==> src/verilog/preset_pkg.sv <==
package preset_pkg;

  // ----------------------------------------------------------------
  // table and terminal geometry
  // ----------------------------------------------------------------
  localparam int unsigned NUM_PRESETS   = 16;
  localparam int unsigned INDEX_W       = 4;
  localparam int unsigned NUM_TERMINALS = 6;
  localparam int unsigned FREQ_W        = 16;
  localparam int unsigned FUNC_W        = 8;

  // ----------------------------------------------------------------
  // terminal function codes
  // ----------------------------------------------------------------
  localparam logic [FUNC_W-1:0] FUNC_SEL_BIT0 = 8'h02;
  localparam logic [FUNC_W-1:0] FUNC_SEL_BIT1 = 8'h03;
  localparam logic [FUNC_W-1:0] FUNC_SEL_BIT2 = 8'h04;
  localparam logic [FUNC_W-1:0] FUNC_SEL_BIT3 = 8'h05;

  // ----------------------------------------------------------------
  // frequency source codes and reset values
  // ----------------------------------------------------------------
  localparam logic [1:0]        SRC_TERMINAL  = 2'h1;
  localparam logic [FREQ_W-1:0] PRESET_RESET  = 16'h0000;
  localparam logic [FREQ_W-1:0] FREQ_ZERO     = 16'h0000;
  localparam logic [INDEX_W-1:0] INDEX_ZERO   = 4'h0;

  // keypad edit request into the table
  typedef struct packed {
    logic                 store;
    logic                 direct;
    logic [INDEX_W-1:0]   index;
    logic [FREQ_W-1:0]    value;
  } store_req_t;

  // frequency result
  typedef struct packed {
    logic                 preset_active;
    logic [INDEX_W-1:0]   index;
    logic [FREQ_W-1:0]    freq;
  } freq_out_t;

endpackage : preset_pkg

==> src/verilog/multi_speed_preset_select.sv <==
`timescale 1ns/1ps
// Summary of operation
// RULE_01: a table of sixteen preset frequencies is held, any of which can be the run frequency; the code never runs entry 0, index zero passes the reference.
// RULE_02: a terminal set to function 02 drives index bit 0, active meaning one.
// RULE_03: terminals set to functions 03 and 04 drive index bits 1 and 2.
// RULE_04: a terminal set to function 05 drives index bit 3, the top bit.
// RULE_05: index zero picks the base entry and indices 1 to 15 pick the next entries in order; the code runs the reference at index zero, not entry 0.
// RULE_06: any select function may sit on any of the six terminals in any order.
// RULE_07: users needing eight or fewer speeds assign select bits from the lowest bit upward.
// RULE_08: with terminal source, no active select keeps the terminal reference, else the preset wins.
// RULE_09: select changes during run change the commanded frequency at once.
// RULE_10: an edited value enters the table only on a store keypress.
// RULE_11: in stop, a store writes the edit into the entry chosen by the index, which is then shown.
// RULE_12: operators watch the output monitor rather than the setting during run.
// RULE_13: presets above 50Hz(60Hz) need the maximum frequency raised first.
// RULE_14: the present output frequency is always shown on the monitor output.
// RULE_15: a select bit on no terminal counts as zero in the index.
module multi_speed_preset_select (
  // clock and reset
  input  wire logic                               i_mclk,
  input  wire logic                               i_rst,
  // input terminals and their function assignment
  input  wire logic [preset_pkg::NUM_TERMINALS-1:0] i_terminal,
  input  wire logic [preset_pkg::FUNC_W-1:0]        i_term_func [preset_pkg::NUM_TERMINALS],
  // configuration
  input  wire logic [1:0]                         i_freq_source,
  input  wire logic [preset_pkg::FREQ_W-1:0]      i_max_freq,
  input  wire logic                               i_run,
  // frequency references
  input  wire logic [preset_pkg::FREQ_W-1:0]      i_terminal_ref,
  input  wire logic [preset_pkg::FREQ_W-1:0]      i_other_ref,
  // keypad edit
  input  wire preset_pkg::store_req_t             i_edit,
  // outputs
  output logic [preset_pkg::FREQ_W-1:0]           o_output_frequency_monitor,
  output logic [preset_pkg::FREQ_W-1:0]           o_output_frequency_setting,
  output logic [preset_pkg::INDEX_W-1:0]          o_preset_index,
  output logic                                    o_preset_active,
  output logic                                    o_store_done,
  output logic                                    o_store_rejected
);

  // ----------------------------------------------------------------
  // terminal synchronisers
  // ----------------------------------------------------------------
  logic [preset_pkg::NUM_TERMINALS-1:0] term_meta_r;
  logic [preset_pkg::NUM_TERMINALS-1:0] term_sync_r;

  always_ff @(posedge i_mclk or posedge i_rst) begin
    if (i_rst) begin
      term_meta_r <= '0;
      term_sync_r <= '0;
    end else begin
      term_meta_r <= i_terminal;
      term_sync_r <= term_meta_r;
    end
  end

  // ----------------------------------------------------------------
  // index forming
  // ----------------------------------------------------------------
  logic [preset_pkg::INDEX_W-1:0] index_nxt;
  logic [preset_pkg::INDEX_W-1:0] assigned_nxt;

  always_comb begin
    index_nxt    = preset_pkg::INDEX_ZERO;
    assigned_nxt = preset_pkg::INDEX_ZERO;
    // RULE_06 any terminal placement
    for (int t = 0; t < preset_pkg::NUM_TERMINALS; t++) begin
      case (i_term_func[t])
        // RULE_02 bit zero
        preset_pkg::FUNC_SEL_BIT0: begin
          index_nxt[0]    = index_nxt[0] | term_sync_r[t];
          assigned_nxt[0] = 1'b1;
        end
        // RULE_03 bits one two
        preset_pkg::FUNC_SEL_BIT1: begin
          index_nxt[1]    = index_nxt[1] | term_sync_r[t];
          assigned_nxt[1] = 1'b1;
        end
        preset_pkg::FUNC_SEL_BIT2: begin
          index_nxt[2]    = index_nxt[2] | term_sync_r[t];
          assigned_nxt[2] = 1'b1;
        end
        // RULE_04 top bit
        preset_pkg::FUNC_SEL_BIT3: begin
          index_nxt[3]    = index_nxt[3] | term_sync_r[t];
          assigned_nxt[3] = 1'b1;
        end
        // RULE_15 unassigned reads zero
        default: begin
        end
      endcase
    end
  end

  // ----------------------------------------------------------------
  // preset table
  // ----------------------------------------------------------------
  // RULE_01 sixteen entries
  logic [preset_pkg::FREQ_W-1:0] table_r [preset_pkg::NUM_PRESETS];
  logic                          store_ok;
  logic [preset_pkg::INDEX_W-1:0] store_idx;

  // direct edits name their entry; terminal edits use the live index, stop only
  assign store_idx = i_edit.direct ? i_edit.index : index_nxt;
  // a preset above the maximum is refused rather than clipped
  assign store_ok  = i_edit.store && (i_edit.value <= i_max_freq)
                     && (i_edit.direct || !i_run);

  // RULE_10 commit on store
  always_ff @(posedge i_mclk or posedge i_rst) begin
    if (i_rst) begin
      for (int k = 0; k < preset_pkg::NUM_PRESETS; k++) begin
        table_r[k] <= preset_pkg::PRESET_RESET;
      end
    end else if (store_ok) begin
      // RULE_11 write selected entry
      table_r[store_idx] <= i_edit.value;
    end
  end

  always_ff @(posedge i_mclk or posedge i_rst) begin
    if (i_rst) begin
      o_store_done     <= 1'b0;
      o_store_rejected <= 1'b0;
    end else begin
      o_store_done     <= store_ok;
      o_store_rejected <= i_edit.store && !store_ok;
    end
  end

  // ----------------------------------------------------------------
  // frequency selection
  // ----------------------------------------------------------------
  logic                          any_sel;
  logic [preset_pkg::FREQ_W-1:0] freq_nxt;
  logic [preset_pkg::FREQ_W-1:0] setting_nxt;

  assign any_sel = |index_nxt;

  // RULE_08 override on any select
  always_comb begin
    if (i_freq_source == preset_pkg::SRC_TERMINAL) begin
      // RULE_05 index to entry
      freq_nxt = any_sel ? table_r[index_nxt] : i_terminal_ref;
    end else begin
      freq_nxt = any_sel ? table_r[index_nxt] : i_other_ref;
    end
  end

  // the setting view shows the entry chosen by the index, so after a terminal store it shows that entry
  assign setting_nxt = table_r[index_nxt];

  // RULE_09 immediate update
  // RULE_14 monitor follows output
  always_ff @(posedge i_mclk or posedge i_rst) begin
    if (i_rst) begin
      o_output_frequency_monitor <= preset_pkg::FREQ_ZERO;
      o_output_frequency_setting <= preset_pkg::FREQ_ZERO;
      o_preset_index             <= preset_pkg::INDEX_ZERO;
      o_preset_active            <= 1'b0;
    end else begin
      o_output_frequency_monitor <= i_run ? freq_nxt : preset_pkg::FREQ_ZERO;
      o_output_frequency_setting <= setting_nxt;
      o_preset_index             <= index_nxt;
      o_preset_active            <= any_sel;
    end
  end

endmodule : multi_speed_preset_select

==> config.mk <==
export PLATFORM = sky130hd
export DESIGN_NAME = multi_speed_preset_select
export DESIGN_NICKNAME = d
export VERILOG_FILES = /design/src/verilog/preset_pkg.sv /design/src/verilog/multi_speed_preset_select.sv
export SDC_FILE = /design/constraint.sdc
export NUM_CORES = 1
export LEC_CHECK = 0
export BUFFER_PORTS_ARGS = -buffer_cell sky130_fd_sc_hd__buf_2
export CAP_MARGIN = 20
export CORE_UTILIZATION = 63
export DETAILED_ROUTE_END_ITERATION = 8
export PLACE_DENSITY = 0.85
export SYNTH_ARGS = -nofsm -noshare
export SYNTH_HDL_FRONTEND = slang
export SYNTH_SLANG_ARGS = --single-unit
==> constraint.sdc <==
create_clock -name i_mclk -period 26.3 [get_ports i_mclk]
set_clock_uncertainty 0.15 [all_clocks]
set_input_delay 3.945 -clock i_mclk [delete_from_list [all_inputs] [get_ports i_mclk]]
set_output_delay 3.945 -clock i_mclk [all_outputs]
set_load 0.02 [all_outputs]
==> metrics.md <==
| Metric | Value |
|---|---|
| Outcome | `finished, final reports clean` |
| DRT Pass-1 Iters | `7` |
| Worst Hold Class | `reg2reg` |
| GRT Total Usage | `0.331` |
| Via density | `6.83` |
| Clock Tree Root | `clkbuf_16` |
| Power Density | `~76 mW/mm²` |
| Sinks on Clock Net | `about 310` |
| Slew at the pin closest to its max-slew limit | `1140 ps` |
| Layout area overhead | `14.1%` |
| Async set or reset register ratio after synthesis | `1.00` |
| Worst Hold Depth | `0` |
| Post-synth EDFFs | `0` |
| Min-delay src | `term_meta_r[4]` |
| PnR worst setup slack | `about 19,000 ps` |
| Main area contributors after synthesis | `dfrtp_1 53%, mux2_2 17%, a221oi_1 5.8%` |
| DR vias | `10,500` |
| Layout Nets | `1,384` |
| Setup Fix Bufs, Post-CTS | `0` |
| Die ar. | `0.0234 mm²` |
| Final setup fails | `0` |
| Peak VDD IR | `slightly below 0.07 mV` |
| Share of post-route cells with drive strength above 1 | `0.387` |
| Mean Syn Cell Area | `12.9 µm²` |
| Hold EP | `term_sync_r[4]` |
| Critical path arrival | `7300 ps` |
| CTS Buf Count | `31` |
| Fin crit share | `0.266` |
| Yosys top cell by area | `dfrtp_1` |
| Synth warn | `0` |
| Clock transition at path regs | `~60 ps` |
| Pin count of the biggest net entering global routing | `around 150` |
| Most frequent cell after synthesis | `dfrtp_1` |
| Wire length of the first global-routing pass | `about 60 mm` |
| Critical path required time | `26,590 ps` |
| Critical Path Source Type | `input pin` |
| Initial core utilization | `0.651` |
| Post-synth top area share | `0.534` |
| Antenna fix cells | `0` |
| # DRC | `0` |
| WL/cell | `24.9 µm` |
| R2R depth | `10` |
| Clk Latency, worst-skew pair | `570 ps` |
| Total core area | `0.0221 mm²` |
| Initial antenna violation count | `0` |
| Fin util | `0.742` |
| H-tree levels | `1` |
| RR Endpoint | `o_output_frequency_monitor[15]` |
| Post-DP HPWL | `21.6 mm` |
| Non-filler cells in the finished layout | `1,543` |
| Top Ports | `168` |
| Hold_ws | `roughly 200 ps` |
| Post-synth cell types | `54` |
| Pleak | `7.98 nW` |
| Max-cap viol count | `0` |
| Seq/Total Area, Yosys | `0.534` |
| Grt total ovfl | `0` |
| Overall routed net length | `38.5 mm` |
| Crit Reg-Reg Startpoint | `term_sync_r[5]` |
| Syn nets | `about 1,300` |
| Die W | `~150 µm` |
| CTS tree | `done` |
| Post_cts resized | `0` |
| Synthesized instance count | `approximately 1,100` |
| Max Freq | `143 MHz` |
| Worst Path Max Fanout | `17` |
| IO Port Bufs | `167` |
| CTS max path bufs | `3` |
| RD Place Congestion | `0.818` |
| WS Path Type | `in2reg` |
| Initial DRC count | `919` |
| Filler instances | `approximately 1,400` |
| Final Hold Viols | `0` |
| Fin. max-slew vios | `0` |
| Vias in the first global route | `10,800` |
| Die H | `153 µm` |
| Setup Slack @ Placement | `18,820 ps` |
| Synth top cells by count | `307 x dfrtp_1, 211 x mux2_2, 96 x a221oi_1` |
| Hold-fix buffers, CTS | `0` |
| Yosys reg bits | `between 300 and 400` |
| RSZ-0062 raised after global routing | `false` |
| CP Capture Type | `flip-flop` |
| Std-Cell Rows | `54` |
| Final min period | `7010 ps` |
| DRT antenna net count | `0` |
| Top FF cell, synth | `dfrtp_1` |
| Slew HR | `0.239` |
| DP Cell Count | `1,484` |
| R2R setup slack | `22,350 ps` |
| Synth Cell Area | `between 0.01 and 0.015 mm²` |
| Fin Setup TNS | `0 ps` |
-- flip-flops by register name, indices dropped and copies added (netlist names) --
signal	flops
o_preset_active	1
o_store_rejected	1
table_r	256
o_preset_index	4
o_store_done	1
term_meta_r	6
o_output_frequency_monitor	16
o_output_frequency_setting	16
term_sync_r	6
-- worst max path at each step --
stage               startpoint                       endpoint  depth (start not counted)
6_report             i_edit[1]                   table_r[183]                         10
5_1_grt        i_term_func[27]  o_output_frequency_monitor[3]                         10
4_1_cts              i_edit[1]                   table_r[183]                         10
3_5_place_dp   i_term_func[27]  o_output_frequency_monitor[2]                          9
3_3_place_gp   i_term_func[27]  o_output_frequency_monitor[2]                          9
2_1_floorplan            i_rst  o_output_frequency_monitor[0]                          1
-- metal layers --
layer	vias up	GRT usage	wire length, µm
met5	-	0	0
met4	0	0.148	1590
met3	119	0.0680	3300
met2	547	0.528	18100
met1	5373	0.439	15400
li1	4505	-	-
-- final cells by class --
class                           instances  area (µm²)  area share
Clock inverter                         15         189      0.0115
Clock buffer                           42         887      0.0541
Multi-Input combinational cell        692        6210       0.378
Timing Repair Buffer                  181         981      0.0598
Inverter                               26         105     0.00641
Tap cell                              280         350      0.0214
Sequential cell                       307        7680       0.468
-- cells by family (layout without fill, tap and decap cells) --
| logic type | after synthesis | count (layout) | synth area share |
|---|---|---|---|
| flops | 307 | 307 | 0.534 |
| mux | 256 | 256 | 0.203 |
| compound gates | 241 | 241 | 0.142 |
| simple gates | 179 | 179 | 0.0714 |
| buf+inv | 119 | 264 | 0.0353 |
| fa+ha+maj | 16 | 16 | 0.0139 |
-- worst max-delay path: stages --
cell and delay (ps):
buf_2 320, ha_1 320, nor2b_1 130, o21a_1 160, o21a_1 170, o21a_1 200
o31a_1 450, nor2_1 320, nand2_1 730, mux2_2 550
-- per-stage QoR --
| step | power (W) | area [µm²] |
|---|---|---|
| global route | 0.00129 | 16400 |
| CTS | 0.00124 | 16300 |
| floorplan | 0.000723 | 14400 |
| finish | 0.00125 | 16400 |
| global placement | 0.000771 | 15300 |
| detailed placement | 0.000783 | 15300 |
-- placed cells by master, fill, tap and decap left out, types with 5 or more instances in the layout --
cell type / instances
inv_1: 24
nand4b_1: 5
ha_1: 16
clkbuf_16: 31
nand3_1: 42
buf_2: 167
nor2b_1: 9
clkinv_2: 6
a221o_1: 32
mux2_1: 35
o2111a_1: 16
nand2_1: 41
nand4_1: 10
nand2_2: 9
o21ai_0: 21
buf_4: 12
nor2_1: 29
mux2_2: 211
nand2b_1: 6
a221oi_1: 96
clkbuf_8: 7
dfrtp_1: 307
o31ai_1: 16
mux2_4: 10
o21a_1: 35
-- power breakdown --
| part | internal (W) | leakage (nW) | total [W] | switching [W] |
|---|---|---|---|---|
| sequential | 0.000550 | 4.01 | 0.000591 | 0.0000407 |
| clock | 0.000275 | 0.522 | 0.000464 | 0.000189 |
| combinational | 0.0000988 | 3.45 | 0.000192 | 0.0000934 |
(Power assumes the default switching activity.)
